**config.mk**
```make
export PLATFORM = sky130hd
export DESIGN_NAME = jrxcfg_ctrl
export DESIGN_NICKNAME = d
export VERILOG_FILES = /design/src/jrxcfg_pkg.sv /design/src/jrxcfg_calc.sv /design/src/jrxcfg_ctrl.sv
export SDC_FILE = /design/constraint.sdc
export NUM_CORES = 1
export LEC_CHECK = 0
export BUFFER_PORTS_ARGS = -buffer_cell sky130_fd_sc_hd__buf_2
export CAP_MARGIN = 5
export CORE_ASPECT_RATIO = 1.2
export CORE_MARGIN = 2
export CORE_UTILIZATION = 45
export DETAILED_ROUTE_END_ITERATION = 7
export GPL_TIMING_DRIVEN = 0
export PLACE_DENSITY = 0.75
export SLEW_MARGIN = 15
export SYNTH_ARGS = -nofsm -noshare
export SYNTH_HDL_FRONTEND = slang
export SYNTH_HIERARCHICAL = 1
export SYNTH_SLANG_ARGS = --single-unit
export TNS_END_PERCENT = 50
```
**constraint.sdc**
```tcl
create_clock -name hclk -period 6.2 [get_ports hclk]
set_input_delay 0.62 -clock hclk [delete_from_list [all_inputs] [get_ports hclk]]
set_output_delay 0.62 -clock hclk [all_outputs]
set_load 0.005 [all_outputs]
```
**src/jrxcfg_pkg.sv**
```systemverilog
package jrxcfg_pkg;

  // ****************************************
  // Widths
  // ****************************************
  localparam int unsigned RATE_W = 12;
  localparam int unsigned LRATE_W = 19;
  localparam int unsigned ORATE_W = 15;

  // ****************************************
  // Register offsets
  // ****************************************
  localparam logic [7:0] OFS_CTRL = 8'h00;
  localparam logic [7:0] OFS_RATE = 8'h04;
  localparam logic [7:0] OFS_LANE = 8'h08;
  localparam logic [7:0] OFS_STATUS = 8'h0c;
  localparam logic [7:0] OFS_LRATE = 8'h10;
  localparam logic [7:0] OFS_ORATE = 8'h14;

  // ****************************************
  // Field positions
  // ****************************************
  localparam int unsigned CTRL_MODE_LSB = 0;
  localparam int unsigned CTRL_INTERP_LSB = 4;
  localparam int unsigned CTRL_DUAL_BIT = 12;
  localparam int unsigned CTRL_SCR_BIT = 13;
  localparam int unsigned CTRL_SUBCL_BIT = 14;
  localparam int unsigned CTRL_K32_BIT = 15;
  localparam int unsigned CTRL_SUM_BIT = 16;
  localparam int unsigned CTRL_GO_BIT = 17;
  localparam int unsigned CTRL_RST_LSB = 18;
  localparam int unsigned LANE_USED_LSB = 0;
  localparam int unsigned LANE_DID_LSB = 8;
  localparam int unsigned LANE_BID_LSB = 16;
  localparam int unsigned STAT_OK_BIT = 0;
  localparam int unsigned STAT_ERR_LSB = 1;
  localparam int unsigned STAT_RUN_BIT = 6;
  localparam int unsigned STAT_FROZEN_BIT = 7;
  localparam int unsigned STAT_REFUSED_BIT = 8;
  localparam int unsigned STAT_SUM_LSB = 16;

  // ****************************************
  // Reset values
  // ****************************************
  localparam logic [31:0] CTRL_RST = 32'h0000_8000;
  localparam logic [31:0] RATE_RST = 32'h0000_0000;
  localparam logic [31:0] LANE_RST = 32'h0000_0000;

  // ****************************************
  // Codes and limits
  // ****************************************
  localparam logic [7:0] INTERP_1X = 8'h00;
  localparam logic [7:0] INTERP_2X = 8'h01;
  localparam logic [7:0] INTERP_4X = 8'h03;
  localparam logic [7:0] INTERP_8X = 8'h04;
  localparam logic [RATE_W-1:0] RATE_MAX_WIDE = 12'h424;
  localparam logic [RATE_W-1:0] RATE_MAX_4X = 12'h2bc;
  localparam logic [RATE_W-1:0] RATE_MAX_8X = 12'h15e;
  localparam logic [LRATE_W-1:0] LANE_MIN_MBPS = 19'h005a0;
  localparam logic [LRATE_W-1:0] LANE_MAX_MBPS = 19'h03070;
  localparam logic [LRATE_W+1:0] LANE_RATE_MULT = 21'h000014;
  localparam logic [4:0] RES_M1 = 5'h0f;
  localparam logic [4:0] K_LONG_M1 = 5'h1f;
  localparam logic [4:0] K_SHORT_M1 = 5'h0f;
  localparam logic [2:0] JESD_VER = 3'h1;

  // ****************************************
  // Types
  // ****************************************
  typedef struct packed {
    logic legal;
    logic single_only;
    logic k16_ok;
    logic [2:0] m;
    logic [3:0] l;
    logic [1:0] s;
    logic [2:0] f;
  } jrxcfg_mode_type;

  typedef struct packed {
    logic bad_mode;
    logic bad_interp;
    logic rate_high;
    logic lane_range;
    logic lane_mismatch;
  } jrxcfg_err_type;

  typedef struct packed {
    logic [3:0] mode;
    logic [7:0] interp_factor_sel;
    logic two_link_select;
    logic scramble;
    logic subclass;
    logic cfg_sum_method;
    logic [4:0] l_m1;
    logic [7:0] f_m1;
    logic [4:0] k_m1;
    logic [7:0] m_m1;
    logic [4:0] n_m1;
    logic [4:0] np_m1;
    logic [4:0] s_m1;
    logic hd;
    logic [7:0] did;
    logic [3:0] bid;
    logic [7:0] lanes;
    logic [7:0] lane_power_off_mask;
    logic [7:0] first_lane_cfg_sum;
  } jrxcfg_link_cfg_type;

  function automatic logic [3:0] jrxcfg_popcount(input logic [7:0] v);
    logic [3:0] n;
    n = 4'h0;
    for (int i = 0; i < 8; i++) begin
      n = n + {3'h0, v[i]};
    end
    return n;
  endfunction : jrxcfg_popcount

endpackage : jrxcfg_pkg

```
**src/jrxcfg_calc.sv**
```systemverilog
module jrxcfg_calc (
  input logic [31:0] ctrl,
  input logic [31:0] lane_word,
  input logic [jrxcfg_pkg::RATE_W-1:0] input_sample_rate,
  output jrxcfg_pkg::jrxcfg_link_cfg_type cfg,
  output jrxcfg_pkg::jrxcfg_err_type err,
  output logic [jrxcfg_pkg::LRATE_W-1:0] serial_bit_rate,
  output logic [jrxcfg_pkg::ORATE_W-1:0] converter_output_rate
);

  // ****************************************
  // Mode table
  // ****************************************
  function automatic jrxcfg_pkg::jrxcfg_mode_type mode_params(input logic [3:0] md);
    jrxcfg_pkg::jrxcfg_mode_type p;
    p = '0;
    case (md)
      4'h0: p = '{1'b1, 1'b1, 1'b0, 3'h4, 4'h8, 2'h1, 3'h1};
      4'h1: p = '{1'b1, 1'b1, 1'b1, 3'h4, 4'h8, 2'h2, 3'h2};
      4'h2: p = '{1'b1, 1'b1, 1'b1, 3'h4, 4'h4, 2'h1, 3'h2};
      4'h3: p = '{1'b1, 1'b1, 1'b1, 3'h4, 4'h2, 2'h1, 3'h4};
      4'h4: p = '{1'b1, 1'b0, 1'b0, 3'h2, 4'h4, 2'h1, 3'h1};
      4'h5: p = '{1'b1, 1'b0, 1'b1, 3'h2, 4'h4, 2'h2, 3'h2};
      4'h6: p = '{1'b1, 1'b0, 1'b1, 3'h2, 4'h2, 2'h1, 3'h2};
      4'h7: p = '{1'b1, 1'b0, 1'b1, 3'h2, 4'h1, 2'h1, 3'h4};
      4'h9: p = '{1'b1, 1'b0, 1'b0, 3'h1, 4'h2, 2'h1, 3'h1};
      4'ha: p = '{1'b1, 1'b0, 1'b1, 3'h1, 4'h1, 2'h1, 3'h2};
      default: p = '0;
    endcase
    return p;
  endfunction : mode_params

  logic [3:0] mode;
  logic [7:0] interp;
  logic dual;
  logic k32;
  logic [7:0] used;
  logic [20:0] prod;
  jrxcfg_pkg::jrxcfg_mode_type mp;
  logic [jrxcfg_pkg::RATE_W-1:0] limit;
  logic [7:0] fsum;
  logic [7:0] rsum;
  logic [7:0] pk [11];

  assign mode = ctrl[jrxcfg_pkg::CTRL_MODE_LSB +: 4];
  assign interp = ctrl[jrxcfg_pkg::CTRL_INTERP_LSB +: 8];
  assign dual = ctrl[jrxcfg_pkg::CTRL_DUAL_BIT];
  assign k32 = ctrl[jrxcfg_pkg::CTRL_K32_BIT];
  assign used = lane_word[jrxcfg_pkg::LANE_USED_LSB +: 8];

  always_comb begin
    mp = mode_params(mode);
    err.bad_mode = !mp.legal || (dual && mp.single_only) || (!k32 && !mp.k16_ok);
    err.bad_interp = !(interp == jrxcfg_pkg::INTERP_1X || interp == jrxcfg_pkg::INTERP_2X ||
                       interp == jrxcfg_pkg::INTERP_4X || interp == jrxcfg_pkg::INTERP_8X);
    case (interp)
      jrxcfg_pkg::INTERP_4X: limit = jrxcfg_pkg::RATE_MAX_4X;
      jrxcfg_pkg::INTERP_8X: limit = jrxcfg_pkg::RATE_MAX_8X;
      default: limit = jrxcfg_pkg::RATE_MAX_WIDE;
    endcase
    err.rate_high = (input_sample_rate > limit) || (input_sample_rate == '0);
    case (interp)
      jrxcfg_pkg::INTERP_2X: converter_output_rate = 15'(input_sample_rate) << 1;
      jrxcfg_pkg::INTERP_4X: converter_output_rate = 15'(input_sample_rate) << 2;
      jrxcfg_pkg::INTERP_8X: converter_output_rate = 15'(input_sample_rate) << 3;
      default: converter_output_rate = 15'(input_sample_rate);
    endcase
    prod = 21'(input_sample_rate) * jrxcfg_pkg::LANE_RATE_MULT * 21'(mp.m);
    case (mp.l)
      4'h2: serial_bit_rate = 19'(prod >> 1);
      4'h4: serial_bit_rate = 19'(prod >> 2);
      4'h8: serial_bit_rate = 19'(prod >> 3);
      default: serial_bit_rate = 19'(prod);
    endcase
    err.lane_range = (serial_bit_rate < jrxcfg_pkg::LANE_MIN_MBPS) ||
                     (serial_bit_rate > jrxcfg_pkg::LANE_MAX_MBPS);
    // used lanes match the lane count, or twice it with two links
    err.lane_mismatch = jrxcfg_pkg::jrxcfg_popcount(used) != (dual ? {mp.l[2:0], 1'b0} : mp.l);
    cfg.mode = mode;
    cfg.interp_factor_sel = interp;
    cfg.two_link_select = dual;
    cfg.scramble = ctrl[jrxcfg_pkg::CTRL_SCR_BIT];
    cfg.subclass = ctrl[jrxcfg_pkg::CTRL_SUBCL_BIT];
    cfg.cfg_sum_method = ctrl[jrxcfg_pkg::CTRL_SUM_BIT];
    cfg.l_m1 = 5'(mp.l) - 5'h01;
    cfg.f_m1 = 8'(mp.f) - 8'h01;
    cfg.k_m1 = k32 ? jrxcfg_pkg::K_LONG_M1 : jrxcfg_pkg::K_SHORT_M1;
    cfg.m_m1 = 8'(mp.m) - 8'h01;
    cfg.n_m1 = jrxcfg_pkg::RES_M1;
    cfg.np_m1 = jrxcfg_pkg::RES_M1;
    cfg.s_m1 = 5'(mp.s) - 5'h01;
    cfg.hd = (mp.f == 3'h1);
    cfg.did = lane_word[jrxcfg_pkg::LANE_DID_LSB +: 8];
    cfg.bid = lane_word[jrxcfg_pkg::LANE_BID_LSB +: 4];
    cfg.lanes = 8'((9'h001 << mp.l) - 9'h001);
    cfg.lane_power_off_mask = ~used;
    fsum = cfg.did + 8'(cfg.bid) + 8'(cfg.scramble) + 8'(cfg.l_m1) + cfg.f_m1 +
           8'(cfg.k_m1) + cfg.m_m1 + 8'(cfg.n_m1) + 8'(cfg.subclass) + 8'(cfg.np_m1) +
           8'(jrxcfg_pkg::JESD_VER) + 8'(cfg.s_m1) + 8'(cfg.hd);
    pk[0] = cfg.did;
    pk[1] = {4'h0, cfg.bid};
    pk[2] = 8'h00;
    pk[3] = {cfg.scramble, 2'h0, cfg.l_m1};
    pk[4] = cfg.f_m1;
    pk[5] = {3'h0, cfg.k_m1};
    pk[6] = cfg.m_m1;
    pk[7] = {3'h0, cfg.n_m1};
    pk[8] = {2'h0, cfg.subclass, cfg.np_m1};
    pk[9] = {jrxcfg_pkg::JESD_VER, cfg.s_m1};
    pk[10] = {cfg.hd, 7'h00};
    rsum = 8'h00;
    for (int i = 0; i < 11; i++) begin
      rsum = rsum + pk[i];
    end
    cfg.first_lane_cfg_sum = cfg.cfg_sum_method ? rsum : fsum;
  end

endmodule : jrxcfg_calc

```
**src/jrxcfg_ctrl.sv**
```systemverilog
// Summary of operation
// - Input rate capped per interpolation factor
// - Modes 0-3 single link, four converters
// - Modes 4-7, 9, 10 single or dual
// - Lane rate 20*rate*M/L within range
// - Density flag set only for one octet
// - Resolution and sample bits both sixteen
// - Modes 0, 4, 9 need K 32
// - Both links share identical parameters
// - Transmitter matches receiver link parameters
// - Interpolation fixed before link comes up
module jrxcfg_ctrl (
  input logic hclk,
  input logic hresetn,
  input logic hsel,
  input logic [31:0] haddr,
  input logic [1:0] htrans,
  input logic hwrite,
  input logic [2:0] hsize,
  input logic [31:0] hwdata,
  input logic hready,
  output logic hreadyout,
  output logic hresp,
  output logic [31:0] hrdata,
  output jrxcfg_pkg::jrxcfg_link_cfg_type link_cfg,
  output logic cfg_load,
  output logic [1:0] link_enable,
  output logic [1:0] link_reset_n
);

  typedef enum logic [1:0] {
    ST_IDLE,
    ST_LOAD,
    ST_RUN
  } jrxcfg_state_type;

  jrxcfg_state_type st_q;
  jrxcfg_state_type st_d;
  logic [31:0] ctrl_q;
  logic [31:0] rate_q;
  logic [31:0] lane_q;
  logic [31:0] hrdata_q;
  logic wr_q;
  logic [7:0] waddr_q;
  logic frozen_q;
  logic refused_q;
  jrxcfg_pkg::jrxcfg_link_cfg_type cfg_q;
  logic [1:0] en_q;
  logic [1:0] rstn_q;
  jrxcfg_pkg::jrxcfg_link_cfg_type cfg_c;
  jrxcfg_pkg::jrxcfg_err_type err_c;
  logic [jrxcfg_pkg::LRATE_W-1:0] lrate_c;
  logic [jrxcfg_pkg::ORATE_W-1:0] orate_c;
  logic cfg_ok;
  logic go;
  logic accept;
  logic wr_ctrl;
  logic wr_stat;
  logic [31:0] stat_word;

  // ****************************************
  // Configuration derivation
  // ****************************************
  jrxcfg_calc u_calc (
    .ctrl(ctrl_q),
    .lane_word(lane_q),
    .input_sample_rate(rate_q[jrxcfg_pkg::RATE_W-1:0]),
    .cfg(cfg_c),
    .err(err_c),
    .serial_bit_rate(lrate_c),
    .converter_output_rate(orate_c)
  );

  assign cfg_ok = (err_c == '0);
  assign go = ctrl_q[jrxcfg_pkg::CTRL_GO_BIT];

  // ****************************************
  // AHB-Lite slave
  // ****************************************
  assign accept = hsel && hready && htrans[1];
  assign hreadyout = 1'b1;
  assign hresp = 1'b0;
  assign hrdata = hrdata_q;
  assign wr_ctrl = wr_q && (waddr_q == jrxcfg_pkg::OFS_CTRL);
  assign wr_stat = wr_q && (waddr_q == jrxcfg_pkg::OFS_STATUS);

  always_comb begin
    stat_word = '0;
    stat_word[jrxcfg_pkg::STAT_OK_BIT] = cfg_ok;
    stat_word[jrxcfg_pkg::STAT_ERR_LSB +: 5] = err_c;
    stat_word[jrxcfg_pkg::STAT_RUN_BIT] = (st_q == ST_RUN);
    stat_word[jrxcfg_pkg::STAT_FROZEN_BIT] = frozen_q;
    stat_word[jrxcfg_pkg::STAT_REFUSED_BIT] = refused_q;
    stat_word[jrxcfg_pkg::STAT_SUM_LSB +: 8] = cfg_c.first_lane_cfg_sum;
  end

  always_ff @(posedge hclk or negedge hresetn) begin
    if (!hresetn) begin
      wr_q <= 1'b0;
      waddr_q <= 8'h00;
    end else begin
      wr_q <= accept && hwrite && (hsize == 3'h2);
      waddr_q <= haddr[7:0];
    end
  end

  always_ff @(posedge hclk or negedge hresetn) begin
    if (!hresetn) begin
      hrdata_q <= 32'h0000_0000;
    end else if (accept && !hwrite) begin
      case (haddr[7:0])
        jrxcfg_pkg::OFS_CTRL: hrdata_q <= ctrl_q;
        jrxcfg_pkg::OFS_RATE: hrdata_q <= rate_q;
        jrxcfg_pkg::OFS_LANE: hrdata_q <= lane_q;
        jrxcfg_pkg::OFS_STATUS: hrdata_q <= stat_word;
        jrxcfg_pkg::OFS_LRATE: hrdata_q <= 32'(lrate_c);
        jrxcfg_pkg::OFS_ORATE: hrdata_q <= 32'(orate_c);
        default: hrdata_q <= 32'h0000_0000;
      endcase
    end
  end

  // ****************************************
  // Software registers
  // ****************************************
  always_ff @(posedge hclk or negedge hresetn) begin
    if (!hresetn) begin
      ctrl_q <= jrxcfg_pkg::CTRL_RST;
    end else if (wr_ctrl) begin
      ctrl_q <= {12'h000, hwdata[19:0]};
      if (st_q != ST_IDLE) begin
        ctrl_q[jrxcfg_pkg::CTRL_INTERP_LSB +: 8] <= ctrl_q[jrxcfg_pkg::CTRL_INTERP_LSB +: 8];
      end
    end
  end

  always_ff @(posedge hclk or negedge hresetn) begin
    if (!hresetn) begin
      rate_q <= jrxcfg_pkg::RATE_RST;
      lane_q <= jrxcfg_pkg::LANE_RST;
    end else if (wr_q) begin
      if (waddr_q == jrxcfg_pkg::OFS_RATE) begin
        rate_q <= 32'(hwdata[jrxcfg_pkg::RATE_W-1:0]);
      end
      if (waddr_q == jrxcfg_pkg::OFS_LANE) begin
        lane_q <= {12'h000, hwdata[19:0]};
      end
    end
  end

  // Sticky flags, set wins over clear
  always_ff @(posedge hclk or negedge hresetn) begin
    if (!hresetn) begin
      frozen_q <= 1'b0;
      refused_q <= 1'b0;
    end else begin
      if (wr_ctrl && (st_q != ST_IDLE) &&
          (hwdata[jrxcfg_pkg::CTRL_INTERP_LSB +: 8] != ctrl_q[jrxcfg_pkg::CTRL_INTERP_LSB +: 8])) begin
        frozen_q <= 1'b1;
      end else if (wr_stat && hwdata[jrxcfg_pkg::STAT_FROZEN_BIT]) begin
        frozen_q <= 1'b0;
      end
      if ((st_q == ST_IDLE) && go && !cfg_ok) begin
        refused_q <= 1'b1;
      end else if (wr_stat && hwdata[jrxcfg_pkg::STAT_REFUSED_BIT]) begin
        refused_q <= 1'b0;
      end
    end
  end

  // ****************************************
  // Link bring-up sequencer
  // ****************************************
  always_comb begin
    st_d = st_q;
    case (st_q)
      // start only with an error-free configuration
      ST_IDLE: begin
        if (go && cfg_ok) begin
          st_d = ST_LOAD;
        end
      end
      ST_LOAD: st_d = ST_RUN;
      ST_RUN: begin
        if (!go) begin
          st_d = ST_IDLE;
        end
      end
      default: st_d = ST_IDLE;
    endcase
  end

  always_ff @(posedge hclk or negedge hresetn) begin
    if (!hresetn) begin
      st_q <= ST_IDLE;
    end else begin
      st_q <= st_d;
    end
  end

  always_ff @(posedge hclk or negedge hresetn) begin
    if (!hresetn) begin
      cfg_q <= '0;
    end else if ((st_q == ST_IDLE) && (st_d == ST_LOAD)) begin
      cfg_q <= cfg_c;
    end
  end

  always_ff @(posedge hclk or negedge hresetn) begin
    if (!hresetn) begin
      en_q <= 2'b00;
      rstn_q <= 2'b00;
    end else if (st_d == ST_RUN) begin
      en_q <= cfg_q.two_link_select ? 2'b11 : 2'b01;
      rstn_q[0] <= !ctrl_q[jrxcfg_pkg::CTRL_RST_LSB];
      rstn_q[1] <= cfg_q.two_link_select && !ctrl_q[jrxcfg_pkg::CTRL_RST_LSB + 1];
    end else begin
      en_q <= 2'b00;
      rstn_q <= 2'b00;
    end
  end

  assign link_cfg = cfg_q;
  assign cfg_load = (st_q == ST_LOAD);
  assign link_enable = en_q;
  assign link_reset_n = rstn_q;
endmodule : jrxcfg_ctrl

```
==> impl_metrics.toml, run 1 <==
[global_routing]
grt_max_degree = 83
antenna_found_initial = 0
grt_pass1_vias = 11727
grtUsageTotal_pct = 26.65
grt_first_pass_wirelength_um = 65230
overflow = 0

[sta]
holdWs_ns = 0.005656
tightestPinTransition_ns = 1.239
rsz0062_at_grt = "true"
max_clock_freq_ghz = 0.1543
slew-limit-headroom_pct = 16.75
final-max-slew-violation-count = 0
skew_ns = 0.01078
finalCritPeriodShare_pct = 104.5
setup-violations-final = 95
finalCriticalPeriod_ns = 6.482
fin_ws_ns = -0.2816
finalHoldViolations = 0

[critical_path]
required_ns = 6.54
reg2reg_depth = 30
worst-setup-path-type = "flip-flop to flip-flop"
rrSetupSlack_ns = -0.28
cp_top_family = "compound AO/OA/AOI/OAI gates"
r2r-start = "rate_q[3]"
max_stage_delay_ns = 0.52
worstReg2RegEnd = "link_cfg[1]"
arrival_ns = 6.82
endpoint_kind = "flip-flop"
critPathMaxFanout = 5
critPathBufInv = 7
worst_setup_path_start_kind = "flip-flop"
cpMaxStageDelayCell = "fa_1"
cp_common_cell = "o21ai_2"

[clock_network]
htree_levels = 4
numCtsBuffers = 17
clk_path_buf_depth = 2
root_buffer = "clkbuf_16"
clk_pin_slew_ns = 0.08
cts_hold_buf = 0
worstSkewPairLatency_ns = 0.46
cts_tree = "done"
cts.sinks = 187

[floorplan]
dieArea_um2 = 32130
chipWidth_um = 164.0
fp-row-count = 70
io_pins = 207
core_um2 = 30390
die-height_um = 196.0
start_util_pct = 45.46

[synthesis]
yosys_most_used_dff = "dfrtp_1"
synth_top_family_by_area = "adder cells"
synth_edf_count = 0
yosys_warnings = 6
synth_cells = 1380
ys_seq_area_share_pct = 33.88
yosys.area_share.simple_pct = 11.84
syn_avg_cell_area_um2 = 10.01
syn_area_um2 = 13820
synth_seq_cells = 187
synthAdderAreaFrac_pct = 15.45
synth_compound_area_share_pct = 11.97
synth-xor-area-share_pct = 3.613
async_reset_ff_share_pct = 100.0
synthDistinctLibCells = 73
synthMuxAreaShare_pct = 14.79

[layout]
area_delta_synth_final_pct = 25.47
nets = 1850
final_common_cell = "dfrtp_1"
fin_util_pct = 57.04
design_area_um2 = 17340
drive_gt1_share_pct = 35.90
final_cell_mix = "dfrtp_1, buf_2, nand2_1"
insertedDiodeCount = 0

[routing]
wire_per_inst_um = 20.96
drtAntennaViolNets = 0
vias_per_cell = 5.684
drt_iter0_markers = 785
drcViolationCount = 0
wirelength_um = 42860
num_vias = 11624
first_pass_iters = 6

[placed_design]
hpwl_um = 31080
dpl_cell_area_um2 = 15270
dpl_worst_slack_ns = -1.451
port_buffers = 159
gp_congestion = 0.9610

[run]
max_cap_violations = 0

[run_status]
outcome = "complete, but fails checks"
violations = "setup timing"

[worst_hold_path]
hold_path.class = "primary input to asynchronous set/reset pin"

[power_and_ir_drop]
p_per_area_nw_per_um2 = 256.4
peakVddDrop_uv = 368.4
power_w = 0.004444
leakage_nw = 8.583
[per-layer routing]
metal	global-route usage [%]	vias to the layer above	part of all wire, %
li1	-	5254	-
met1	32.31	5823	38
met2	45.78	451	51
met3	4.271	96	5.9
met4	13.19	0	4.6
met5	0	-	0
[sequential cells by signal (all words and copies together) (netlist names)]
signal        flops
link_cfg         94
hrdata           24
ctrl_q           20
lane_q           20
rate_q           12
waddr_q           8
link_enable       2
link_reset_n      2
st_q              2
frozen_q          1
refused_q         1
wr_q              1
[worst max-delay path by stage]
stage / from / endpoint / slack [ns] / depth (start not counted)
2_1_floorplan: rate_q[2] / link_cfg[38] / 0.04 / 26
3_3_place_gp: rate_q[1] / link_cfg[39] / -1.38 / 29
3_5_place_dp: rate_q[1] / link_cfg[39] / -1.45 / 29
4_1_cts: rate_q[3] / link_cfg[9] / -0.22 / 31
5_1_grt: rate_q[3] / link_cfg[9] / -0.51 / 32
6_report: rate_q[3] / link_cfg[1] / -0.28 / 30
[power breakdown]
group / leakage, nW / switching [W] / total, W / internal (W)
Sequential: 2.44 / 0.0000501 / 0.00130 / 0.00125
Clock: 0.296 / 0.000555 / 0.00113 / 0.000580
Combinational: 5.84 / 0.00112 / 0.00201 / 0.000892
Total: 8.58 / 0.00173 / 0.00444 / 0.00272
[final cells by class]
class	instances	area [µm²]
Sequential cell	187	4693
Buffer	114	830.8
Fill cell	2479	13060
Timing Repair Buffer	219	1486
Multi-Input combinational cell	978	8776
Clock inverter	14	175.2
Inverter	119	450.4
Tap cell	396	495.5
Clock buffer	18	429.2
[Yosys cell counts (8+ instances only)]
library cell	number	share of area, %
mux2_4	8	0.87
nand3_1	17	0.62
clkbuf_1	28	0.76
buf_2	13	0.47
xnor2_1	36	2.3
mux2_2	153	12
o21ai_0	61	2.2
a21oi_1	51	1.8
a21o_1	17	0.92
a211oi_1	8	0.43
a222oi_1	12	0.87
nand2b_1	9	0.41
a22oi_1	13	0.71
a221oi_1	11	0.70
mux2i_1	20	1.4
and2_1	10	0.45
nor3_1	26	0.94
nand3b_1	11	0.60
fa_1	51	7.4
inv_1	119	3.2
dfrtp_1	186	34
nor2b_1	20	0.91
nor2_1	55	1.5
a22o_1	11	0.70
buf_1	9	0.24
xor2_1	21	1.3
or3_1	8	0.36
nor4_1	12	0.54
ha_1	89	8.1
nor3b_1	8	0.43
a31oi_1	8	0.36
nand2_1	120	3.3
buf_4	64	3.5
[kinds of logic after synthesis]
| logic type | after synthesis |
|---|---|
| AOI/OAI and AO/OA | 247 |
| other | 4 |
| adders and majority gates | 140 |
| and+or+nand+nor | 329 |
| xor gates and xnor gates | 57 |
| muxes | 181 |
| DFF | 187 |
| buffers and inverters | 235 |
[per-stage QoR]
step                TNS (ns)  std cells
floorplan                  0       1400
CTS                   -15.70       2033
global route          -41.02       2045
detailed placement   -124.29       1957
global placement     -118.48       1955
finish                -19.46       2045
[timing repair]
item | 4_1_cts | 5_1_grt
gates cloned | 5 | 0
pin swaps | 40 | 48
hold endpoints to repair | 0 | 0
resized for setup | 152 | 64
endpoints found under the setup margin | 101 | 101
setup buffers | 41 | 13
(Power assumes the default switching activity.)
==> inputs of run 2 (changes only) <==
--- a/config.mk
+++ b/config.mk
@@ -13,6 +13,7 @@
 export DETAILED_ROUTE_END_ITERATION = 7
 export GPL_TIMING_DRIVEN = 0
 export PLACE_DENSITY = 0.75
+export REMOVE_ABC_BUFFERS = 1
 export SLEW_MARGIN = 15
 export SYNTH_ARGS = -nofsm -noshare
 export SYNTH_HDL_FRONTEND = slang
==> run 2 against run 1 <==
Effect of this change: the flow still finishes with violations (setup timing); critical path depth rose by 2; sequential share of layout area increased by 2.1 points; combinational power shrank 7%; worst hold slack better by 0.20 ns; die area stayed put; flip-flop and latch count stayed put; utilization down 4.0 points; highest routed layer is now met5.
==> impl_metrics.toml, run 2 (same netlist as run 1, synthesis figures left out) <==
[run_status]
outcome = "complete, but fails checks"
violations = "setup timing"

[floorplan]
die-height_um = 196.0
dieArea_um2 = 32130
start_util_pct = 45.46
chipWidth_um = 164.0
fp-row-count = 70
io_pins = 207
core_um2 = 30390

[critical_path]
endpoint_kind = "flip-flop"
worstReg2RegEnd = "link_cfg[21]"
critPathMaxFanout = 9
worst-setup-path-type = "flip-flop to flip-flop"
rrSetupSlack_ns = -0.81
max_stage_delay_ns = 0.55
required_ns = 6.53
r2r-start = "rate_q[4]"
cp_common_cell = "buf_12"
worst_setup_path_start_kind = "flip-flop"
cpMaxStageDelayCell = "fa_1"
arrival_ns = 7.33
reg2reg_depth = 32

[clock_network]
root_buffer = "clkbuf_16"
numCtsBuffers = 17
worstSkewPairLatency_ns = 0.45
cts_hold_buf = 0
clk_pin_slew_ns = 0.08
cts_tree = "done"
htree_levels = 4
cts.sinks = 187
clk_path_buf_depth = 2

[sta]
slew-limit-headroom_pct = 17.44
rsz0062_at_grt = "true"
finalHoldViolations = 0
max_clock_freq_ghz = 0.1427
tightestPinTransition_ns = 1.235
final-max-slew-violation-count = 0
finalCritPeriodShare_pct = 113.0
skew_ns = 0.01406
finalCriticalPeriod_ns = 7.006
setup-violations-final = 96
fin_ws_ns = -0.8064

[layout]
final_cell_mix = "dfrtp_1, buf_2, mux2_2"
nets = 1737
area_delta_synth_final_pct = 16.58
fin_util_pct = 53.00
insertedDiodeCount = 0
drive_gt1_share_pct = 32.10
final_common_cell = "dfrtp_1"
largest_reg_flops = 94

[power_and_ir_drop]
power_w = 0.004209
p_per_area_nw_per_um2 = 261.3
peakVddDrop_uv = 495.2
leakage_nw = 8.029

[routing]
wirelength_um = 38380
drt_iter0_markers = 862
drcViolationCount = 0
drtAntennaViolNets = 0
vias_per_cell = 5.735
wire_per_inst_um = 19.87
first_pass_iters = 5
num_vias = 11080

[worst_hold_path]
hold_path.class = "primary input to asynchronous set/reset pin"

[global_routing]
antenna_found_initial = 2
grt_pass1_vias = 11283
grt_first_pass_wirelength_um = 60130
grtUsageTotal_pct = 24.02
grt_max_degree = 96
overflow = 0

[placed_design]
hpwl_um = 27810
dpl_worst_slack_ns = -2.797
port_buffers = 159
gp_congestion = 0.8981

[run]
max_cap_violations = 0
## run 2: cell types whose count changed in the layout (fill, tap and decap cells not counted), moves of 4 or more
cell	delta
o21ai_2	-5
mux2_4	-29
buf_12	-6
mux2_2	+29
ha_4	-4
buf_4	-63
clkbuf_1	-21
ha_1	+4
buf_1	-8
## run 2: repair_timing
action	4_1_cts	5_1_grt
cloned	2	0
gates resized for setup	98	34
pin swaps	34	30
endpoints found under the setup margin	103	100
setup buffers	35	13
## run 2: cell type report
class,instances,area [µm²]
Timing Repair Buffer,220,1415
Inverter,119,450.4
Sequential cell,187,4693
Fill cell,2613,14280
Clock buffer,20,446.7
Tap cell,396,495.5
Clock inverter,12,110.1
Multi-Input combinational cell,978,8497
## run 2: how the worst max path moves through the flow
stage / end / startpoint / slack, ns / depth (start not counted)
global route: link_cfg[21] / rate_q[4] / -1.02 / 32
CTS: link_cfg[20] / rate_q[3] / -0.52 / 35
finish: link_cfg[21] / rate_q[4] / -0.81 / 32
floorplan: link_cfg[0] / rate_q[1] / -6.35 / 26
global placement: link_cfg[37] / rate_q[3] / -10.73 / 26
detailed placement: link_cfg[23] / rate_q[1] / -2.80 / 32
## run 2: stage by stage
stage	cells	cell area, µm²	setup TNS [ns]	hold WS [ns]
final	1932	16110	-54.76	0.2024
after global routing	1932	16110	-75.30	0.2595
after CTS	1920	15890	-28.48	0.2212
after detailed placement	1851	14620	-204.13	0.4550
after global placement	1839	14480	-1017.88	0.4517
after floorplan	1284	13190	-602.75	0.3244
## run 2: power by group
group	leakage, nW	switching (W)	total [W]	internal (W)
clock network	0.264	0.000512	0.00105	0.000537
registers	2.44	0.0000524	0.00130	0.00125
logic	5.32	0.00105	0.00186	0.000809
total	8.03	0.00162	0.00421	0.00259
## run 2: critical path: cells and delay by family, from the launching register on
kind / cells / cell delay (ns)
mux: 2 / 0.46
simple gates: 5 / 1.26
fa+ha+maj: 4 / 1.46
buf+inv: 11 / 1.26
flops: 1 / 0.44
compound gates: 10 / 1.99
## run 2: metal layers
| metal | global-route usage (%) | share of wire, % |
|---|---|---|
| met1 | 28.29 | 38 |
| met2 | 42.03 | 51 |
| met3 | 4.376 | 5.8 |
| met4 | 11.47 | 4.9 |
| met5 | 0 | 0.070 |
